`config.mk`:
```
export PLATFORM = sky130hd
export DESIGN_NAME = hbsd_slave
export DESIGN_NICKNAME = d
export VERILOG_FILES = /design/src/common/hbsd_pkg.sv /design/src/logic/hbsd_slave.sv
export VERILOG_INCLUDE_DIRS = /design/src /design/src/common
export SDC_FILE = /design/constraint.sdc
export NUM_CORES = 1
export LEC_CHECK = 0
export ABC_CLOCK_PERIOD_IN_PS = 2000
export BUFFER_PORTS_ARGS = -buffer_cell sky130_fd_sc_hd__buf_2
export CORE_MARGIN = 2
export CORE_UTILIZATION = 25
export DETAILED_ROUTE_END_ITERATION = 8
export PLACE_DENSITY = 0.48
export SETUP_SLACK_MARGIN = 0.4
export SYNTH_ARGS = -nofsm -noshare
export SYNTH_HDL_FRONTEND = slang
export SYNTH_SLANG_ARGS = --single-unit
```
`constraint.sdc`:
```
create_clock -name i_core_clk -period 2 [get_ports i_core_clk]
set_input_delay 0.2 -clock i_core_clk [delete_from_list [all_inputs] [get_ports i_core_clk]]
set_output_delay 0.2 -clock i_core_clk [all_outputs]
set_load 0.05 [all_outputs]
```
`src/common/hbsd_map.svh`:
```
// Constants of the H-bridge SPI diagnostic slave: codes, fields, resets
//==========================================================================
// Notes on behaviour
// - Address bits 7:6, command 5:1, bit0 ignored
// - Own chip address fixed, unique per select
// - Codes: 00000 ident, 00001 rev, 00100 diag
// - Diag register cleared while disabled or not enabled
// - Diag cleared at select rise after diag read
// - Diag cleared when diag supply returns
// - Main undervoltage forces bits 3:0 to 0000
// - Bits 3:0 restored when main supply returns
// - Check byte: two Z bits, then 10101
// - Check bit0 flags error in previous frame
// - Bit4 low on current limiting
// - Bit5 low on thermal current reduction
// - Bit6 low on overtemperature
// - Bits 1:0 encode first output fault
// - Bits 3:2 encode second output fault
// - All four output bits zero means undervoltage
// - Revision: software upper nibble, maskset lower
// - Revision fields are build constants from zero
// - Id and revision read only, own commands
// - Sample on falling, shift on rising clock
// - Exactly sixteen falling edges per frame
// - Output Z until address matches, else whole frame
// - Unused code answers FF, changes nothing; the code still sets check bit0 of the next frame
`ifndef HBSD_MAP_SVH
`define HBSD_MAP_SVH
`define HBSD_FRAME_BITS   5'h10
`define HBSD_OWN_ADDR     2'h0
`define HBSD_CMD_IDENT    5'h00
`define HBSD_CMD_REV      5'h01
`define HBSD_CMD_DIAG     5'h04
`define HBSD_CHECK_FIXED  5'h15
`define HBSD_DIAG_RESET   8'hFF
`define HBSD_NOFUNC_DATA  8'hFF
`define HBSD_OUT_UV       4'h0
`define HBSD_BIT_CLIP     4
`define HBSD_BIT_DERATE   5
`define HBSD_BIT_HEAT     6
`define HBSD_BIT_ENABLE   7
`endif

```
`src/common/hbsd_pkg.sv`:
```
// Types of the H-bridge SPI diagnostic slave
package hbsd_pkg;
    // Fault inputs from the power stage, active high events
    typedef struct packed {
        logic       current_clip_flag;
        logic       thermal_derate_flag;
        logic       overheat_flag;
        logic [1:0] out_a_code;
        logic [1:0] out_b_code;
    } hbsd_fault_t;
    // Frame decode state
    typedef enum logic [2:0] {
        HBSD_IDLE = 3'b001,
        HBSD_CMD  = 3'b010,
        HBSD_DATA = 3'b100
    } hbsd_state_t;
endpackage

```
`src/logic/hbsd_slave.sv`:
```
// SPI slave with command decode and fault register readout
`timescale 1ns/1ps
`include "hbsd_map.svh"
module hbsd_slave
    import hbsd_pkg::*;
#(
    parameter logic [7:0] DEVICE_ID = 8'h5A,   // Arbitrary value
    parameter logic [3:0] SW_REV    = 4'h0,
    parameter logic [3:0] MASK_REV  = 4'h0
)(
    input  wire logic        i_core_clk,
    input  wire logic        i_rst,
    input  wire logic        i_sck,
    input  wire logic        i_ss_n,
    input  wire logic        i_si,
    input  wire logic        i_enable_pin,
    input  wire logic        i_disable_pin,
    input  wire logic        i_diag_mode_supply_pin,
    input  wire logic        i_main_supply_ok,
    input  wire hbsd_fault_t i_fault,
    output logic             o_so,
    output logic             o_so_oe,
    output logic [7:0]       o_fault_diagnosis
);
    //======================================================================
    // Pin synchronisers
    //======================================================================
    logic [5:0] meta_reg;     // First stage, read only by second
    logic [5:0] sync_reg;     // Second stage
    logic       sck_d_reg;    // Delayed clock for edge find
    logic       ss_d_reg;     // Delayed select for edge find
    logic       dms_d_reg;    // Delayed supply for edge find

    // Two flops per pin. Reset loads the idle levels: deselected, bridge
    // enabled, both supplies present. Without them a clear or an
    // undervoltage image would flash up in the cycles after reset.
    always_ff @(posedge i_core_clk or posedge i_rst)
    begin
        if (i_rst)
        begin
            meta_reg <= 6'h35;
            sync_reg <= 6'h35;
        end
        else
        begin
            meta_reg <= {i_main_supply_ok, i_diag_mode_supply_pin,
                         i_disable_pin, i_enable_pin, i_si, i_ss_n};
            sync_reg <= meta_reg;
        end
    end

    wire logic ss_n  = sync_reg[0];
    wire logic si    = sync_reg[1];
    wire logic en    = sync_reg[2];
    wire logic dis   = sync_reg[3];
    wire logic diag_mode_supply_pin   = sync_reg[4];
    wire logic ub_ok = sync_reg[5];
    logic      sck_meta_reg;  // Clock first stage
    logic      sck_sync_reg;  // Clock second stage

    // Clock synchroniser and edge history
    // Delayed copies start at the reset levels of the synced pins
    always_ff @(posedge i_core_clk or posedge i_rst)
    begin
        if (i_rst)
        begin
            sck_meta_reg <= 1'b0;
            sck_sync_reg <= 1'b0;
            sck_d_reg    <= 1'b0;
            ss_d_reg     <= 1'b1;
            dms_d_reg    <= 1'b1;
        end
        else
        begin
            sck_meta_reg <= i_sck;
            sck_sync_reg <= sck_meta_reg;
            sck_d_reg    <= sck_sync_reg;
            ss_d_reg     <= ss_n;
            dms_d_reg    <= diag_mode_supply_pin;
        end
    end

    // Edge pulses; logic held idle while diag supply low
    // Link clock edges count only inside a selected frame
    wire logic spi_on   = diag_mode_supply_pin;
    wire logic sck_fall = spi_on & ~ss_n & sck_d_reg & ~sck_sync_reg;
    wire logic sck_rise = spi_on & ~ss_n & ~sck_d_reg & sck_sync_reg;
    wire logic ss_rise  = spi_on & ~ss_d_reg & ss_n;
    wire logic dms_rise = diag_mode_supply_pin & ~dms_d_reg;

    //======================================================================
    // Frame receive
    //======================================================================
    hbsd_state_t state_reg;     // Frame phase
    logic [4:0]  bit_cnt_reg;   // Falling edges seen
    logic [7:0]  cmd_reg;       // Received command byte
    logic        match_reg;     // Address matched
    logic        prev_frame_error_reg; // Error flag of last frame
    logic [7:0]  tx_reg;        // Output shifter
    logic        so_oe_reg;     // Output driven
    logic [7:0]  fault_diagnosis_reg;
    logic [7:0]  data_byte;     // Answer for decoded command
    wire  logic [1:0] chip_select_code = cmd_reg[7:6];
    wire  logic [4:0] command_code     = cmd_reg[5:1];

    // Select the answer byte; unused codes give FF
    always_comb
    begin
        unique case (command_code)
            `HBSD_CMD_IDENT: data_byte = DEVICE_ID;
            `HBSD_CMD_REV:   data_byte = {SW_REV, MASK_REV};
            `HBSD_CMD_DIAG:  data_byte = fault_diagnosis_reg;
            default:         data_byte = `HBSD_NOFUNC_DATA;
        endcase
    end

    // Only the three read codes are valid
    wire logic cmd_valid = (command_code == `HBSD_CMD_IDENT) ||
                           (command_code == `HBSD_CMD_REV) ||
                           (command_code == `HBSD_CMD_DIAG);
    wire logic frame_ok  = (bit_cnt_reg == `HBSD_FRAME_BITS) && cmd_valid &&
                           (chip_select_code == `HBSD_OWN_ADDR);
    // Diag read completed in a valid, addressed frame
    wire logic diag_read = ss_rise && match_reg && frame_ok &&
                           (command_code == `HBSD_CMD_DIAG);

    // Count edges and shift in on falling clock
    // Select high or a missing diag supply forces the wait state
    always_ff @(posedge i_core_clk or posedge i_rst)
    begin
        if (i_rst)
        begin
            state_reg   <= HBSD_IDLE;
            bit_cnt_reg <= 5'h00;
            cmd_reg     <= 8'h00;
            match_reg   <= 1'b0;
        end
        else if (ss_n || !spi_on)
        begin
            state_reg   <= HBSD_IDLE;
            bit_cnt_reg <= 5'h00;
        end
        else if (sck_fall)
        begin
            if (bit_cnt_reg != 5'h1F)
                bit_cnt_reg <= bit_cnt_reg + 5'h01;
            unique case (state_reg)
                HBSD_IDLE:
                begin
                    cmd_reg   <= {cmd_reg[6:0], si};
                    match_reg <= 1'b0;
                    state_reg <= HBSD_CMD;
                end
                HBSD_CMD:
                begin
                    cmd_reg <= {cmd_reg[6:0], si};
                    // Address known after the second bit
                    if (bit_cnt_reg == 5'h01)
                        match_reg <= ({cmd_reg[0], si} == `HBSD_OWN_ADDR);
                    if (bit_cnt_reg == 5'h07)
                        state_reg <= HBSD_DATA;
                end
                HBSD_DATA:
                    state_reg <= HBSD_DATA;              // Write data ignored
            endcase
        end
    end

    // Record whether the finished addressed frame was valid
    // Frames for other addresses leave the flag as it was
    always_ff @(posedge i_core_clk or posedge i_rst)
    begin
        if (i_rst)
            prev_frame_error_reg <= 1'b0;
        else if (ss_rise && match_reg)
            prev_frame_error_reg <= ~frame_ok;
    end

    //======================================================================
    // Serial output
    //======================================================================
    // Load check byte, then answer; shift on rising clock
    // The two address bits go out undriven, so the first driven bit is
    // bit 5 of the check byte
    always_ff @(posedge i_core_clk or posedge i_rst)
    begin
        if (i_rst)
        begin
            tx_reg    <= 8'h00;
            so_oe_reg <= 1'b0;
        end
        else if (ss_n || !spi_on)
        begin
            tx_reg    <= {2'h0, `HBSD_CHECK_FIXED, prev_frame_error_reg};
            so_oe_reg <= 1'b0;
        end
        else if (sck_rise && bit_cnt_reg != 5'h00)
        begin
            // Drive only after a matching address
            so_oe_reg <= match_reg && (bit_cnt_reg >= 5'h02) &&
                         (bit_cnt_reg < `HBSD_FRAME_BITS);
            if (bit_cnt_reg == 5'h08)
                tx_reg <= data_byte;
            else
                tx_reg <= {tx_reg[6:0], 1'b0};
        end
    end

    assign o_so    = tx_reg[7];
    assign o_so_oe = so_oe_reg;

    //======================================================================
    // Fault diagnosis register
    //======================================================================
    logic [3:0] out_saved_reg;      // Output bits kept through undervoltage
    logic [3:0] out_bits_reg;       // Output bits as shown
    logic       enable_bit_reg;     // Live enable state, bit 7
    logic [2:0] event_flags;        // Fault events in register bit order
    logic [3:0] out_codes;          // Output codes in register bit order
    wire  logic [2:0] sticky_bits;  // Heat, derate, clip bits, active low
    wire  logic enabled   = en & ~dis;
    wire  logic level_clr = ~enabled;
    wire  logic event_clr = diag_read | dms_rise;
    // Reset image of the whole register
    localparam logic [7:0] DIAG_RST = `HBSD_DIAG_RESET;

    // Events in the order of bits 6 down to 4
    assign event_flags = {i_fault.overheat_flag,
                          i_fault.thermal_derate_flag,
                          i_fault.current_clip_flag};
    // Second output in the upper pair, first output in the lower
    assign out_codes   = {i_fault.out_b_code,
                          i_fault.out_a_code};

    // One sticky active-low bit per fault event. A level clear holds the
    // bit released; an event clear loses to a fault in the same cycle,
    // so that no fault slips past a read or a supply return.
    genvar gi;
    generate
        for (gi = 0; gi < 3; gi = gi + 1)
        begin : g_sticky
            logic flag_reg;     // Low once the event has been seen

            // Level clear first, then set, then event clear
            always_ff @(posedge i_core_clk or posedge i_rst)
            begin
                if (i_rst)
                    flag_reg <= DIAG_RST[`HBSD_BIT_CLIP + gi];
                else if (level_clr)
                    flag_reg <= 1'b1;
                else if (event_flags[gi])
                    flag_reg <= 1'b0;
                else if (event_clr)
                    flag_reg <= 1'b1;
            end

            assign sticky_bits[gi] = flag_reg;
        end
    endgenerate

    // Output codes stay sticky; an event clear keeps a code seen with it
    always_ff @(posedge i_core_clk or posedge i_rst)
    begin
        if (i_rst)
            out_saved_reg <= DIAG_RST[3:0];
        else if (level_clr)
            out_saved_reg <= 4'hF;
        else if (event_clr)
            out_saved_reg <= out_codes;
        else
            out_saved_reg <= out_saved_reg & out_codes;
    end

    // Shown output bits: forced to zero in undervoltage, and rebuilt
    // from the kept codes once the main supply is back
    always_ff @(posedge i_core_clk or posedge i_rst)
    begin
        if (i_rst)
            out_bits_reg <= DIAG_RST[3:0];
        else if (!ub_ok)
            out_bits_reg <= `HBSD_OUT_UV;
        else if (level_clr)
            out_bits_reg <= 4'hF;
        else if (event_clr)
            out_bits_reg <= out_codes;
        else
            out_bits_reg <= out_saved_reg & out_codes;
    end

    // Bit 7 follows the enable and disable pins live
    always_ff @(posedge i_core_clk or posedge i_rst)
    begin
        if (i_rst)
            enable_bit_reg <= DIAG_RST[`HBSD_BIT_ENABLE];
        else
            enable_bit_reg <= enabled;
    end

    // Register image, read only from the bus side
    assign fault_diagnosis_reg = {enable_bit_reg, sticky_bits,
                                  out_bits_reg};
    assign o_fault_diagnosis   = fault_diagnosis_reg;
endmodule

```
==> results.md <==
- Status: finished clean
- Syn_nets: 232
- Commonest cells after routing, fill and taps aside: dfrtp_1, buf_2, dfstp_2
- Setup Skew: 0.00746 ns
- Total power: 2.35 mW
- H-tree levels: 2
- Total area of sequential cells: 1430 sq um
- Sequential area share after synthesis: 0.595
- Arrival @ worst endpoint: 2.06 ns
- Root buf cell: clkbuf_8
- Fin Setup TNS: 0 ns
- FMAX: 545 MHz
- Routed wire per std cell: 13.0 microns
- Vias in the first global route: 1704
- Slew HR: 0.559
- Non-Filler Instances: 386
- Power per cell area: 749 nW/um^2
- DRC Markers: 0
- Max-slew violations: 0
- CP max stage cell: dfstp_2
- Post-synth top area cell: dfrtp_1
- Least-Margin Pin Slew: 0.662 ns
- Max incr delay on CP: 0.54 ns
- Hold Fails Final Rpt: 0
- Largest net degree at the start of global routing: 57
- Commonest non-fill, non-tap cell in the layout: dfrtp_1
- #FFs+latches synth: 56
- Largest cells by area after synthesis: dfrtp_1, dfstp_2, mux2_2, a21oi_1, nand2_1
- Top cell type's share of synthesized area: 0.344
- DRT Pass-1 Iters: 4
- Vias: 1694
- Total GRT Usage: 0.0990
- Initial antenna violation count: 0
- Grt total ovfl: 0
- Endpoints failing setup: 0
- Area of the mapped netlist: 2400 sq um
- Cells after synthesis: 211
- Die area: 10400 sq um
- CP Data Required Time: 2.23 ns
- Num CTS Buffers: 5
- Worst-path clk slew: 0.10 ns
- # IOs: 26
- Max Fanout on Critical Path: 2
- Critical path class: register to register
- Min cycle time layout: 1.83 ns
- Placer congestion estimate: 0.771
- Worst Setup Start Kind: register
- Worst path cell trace: nand4bb_1 > or4_4 > or4b_4 > a21oi_2
- Worst-Skew Late Latency: 0.30 ns
- Dpl hpwl: 3140 microns
- First-pass GRT wire length: 8200 microns
- Worst IR drop on VDD: 0.000369 V
- Hold slack: 0.0225 ns
- # fillers: 958
- Syn. warnings: 0
- CTS tree: built
- Max-cap violations: 0
- IO Port Bufs: 25
- Distinct cells, synth: 38
- Clk buf depth: 2
- Leak Pwr: 1.26 nW
- Row count: 35
- Post-route ant nets: 0
- Nets@finish: 277
- Die Width: 102 microns
- DRT iter0 DRCs: 73
- RSZ-0062 raised after global routing: true
- Area of the multi-input gates: 1040 sq um
- Diodes inserted: 0
- Final Util: 0.339
- Min-Delay Path Class: primary input to register
- CP endpoint kind: register
- Die Y: 102 microns
- Mean Syn Cell Area: 11.4 sq um
- Clock sink count: 56
- Core footprint: 9280 sq um
- Cells after DPL: 361
- Final period util: 0.917
- Area Overhead vs Synth: 30.9%
- Share of cells above drive strength 1: 0.420
- Starting density of the core: 0.259
- Vias per inst: 4.39
- WL final: 5020 microns
-- kinds of logic after synthesis --
group / synth area share
AO/OA/AOI/OAI: 0.146
XOR/XNOR: 0.0109
adder cells (fa/ha/maj): 0.0260
buffers and inverters: 0.0422
flip-flops: 0.595
multiplexers: 0.0458
AND/OR/NAND/NOR: 0.133
-- cell type report --
class | count | share of cell area
sequential | 56 | 0.456
inverter | 9 | 0.0107
timing repair buffer | 51 | 0.118
tap | 129 | 0.0513
multi-input combinational | 133 | 0.332
clock buffer | 8 | 0.0322
-- per-stage QoR --
stage	setup slack [ns]	instance area [sq um]
6_report	0.165	3140
5_1_grt	0.112	3140
4_1_cts	0.165	3030
3_5_place_dp	0.154	2710
3_3_place_gp	0.194	2710
2_1_floorplan	0.0772	2420
-- Yosys cell counts --
master and instances:
xnor2_1 3, nor2b_1 2, nor2_1 13, nand4bb_1 1
or4_4 1, a21oi_1 17, o221ai_1 4, o22a_1 6
buf_4 5, or4b_1 1, nor4_1 2, mux2_2 8
mux2i_1 2, nor4bb_1 1, ha_1 5, nor3_2 1
a32oi_1 1, nor4b_1 2, o21ai_1 1, o22ai_1 4
or2_2 1, nand2b_1 5, dfrtp_1 33, inv_1 9
and4b_1 1, a31o_2 1, and3_1 1, nand3_1 2
a211oi_1 1, or4_1 1, nand2_1 22, clkbuf_1 8
nand4_1 2, dfstp_2 23, nor3_1 2, o21a_1 7
o21ai_0 9, a2bb2oi_1 3
-- what timing repair did --
action	CTS	global route
setup buffers	7	1
endpoints found under the setup margin	26	35
hold endpoints to repair	40	1
cloned	0	0
gates resized for setup	22	18
pin swaps	8	16
hold buffers	8	1
-- worst paths after layout --
kind | startpoint | endpoint | slack, ns | cells after the start
hold / removal | i_fault[6] | g_sticky[0].flag_reg | 0.02 | 2
hold reg to reg | sck_meta_reg | sck_sync_reg | 0.36 | 0
max in group asynchronous | i_rst | g_sticky[1].flag_reg | 1.22 | 4
min in group asynchronous | i_rst | cmd_reg[6] | 0.49 | 4
setup reg to reg | sync_reg[4] | state_reg[2] | 0.17 | 4
setup / recovery | sync_reg[4] | state_reg[2] | 0.17 | 4
-- report_power, final --
part / switching [mW] / internal (mW)
clock: 0.362 / 0.326
sequential: 0.0835 / 1.22
combinational: 0.183 / 0.179
-- layer usage --
metal / wire length (microns) / up-vias / share of wire / track usage
met5: 0 / - / 0 / 0
met4: 17 / 0 / 0.0034 / 0.0215
met3: 174 / 2 / 0.035 / 0.0212
met2: 2400 / 28 / 0.48 / 0.156
met1: 2420 / 836 / 0.48 / 0.140
li1: - / 828 / - / -
-- critical path: cells and delay by family, from the launching register on --
kind	cells	cell delay, ns
flops	1	0.54
simple gates	3	1.08
compound gates	1	0.14
Power figures use the tool's default switching activity.
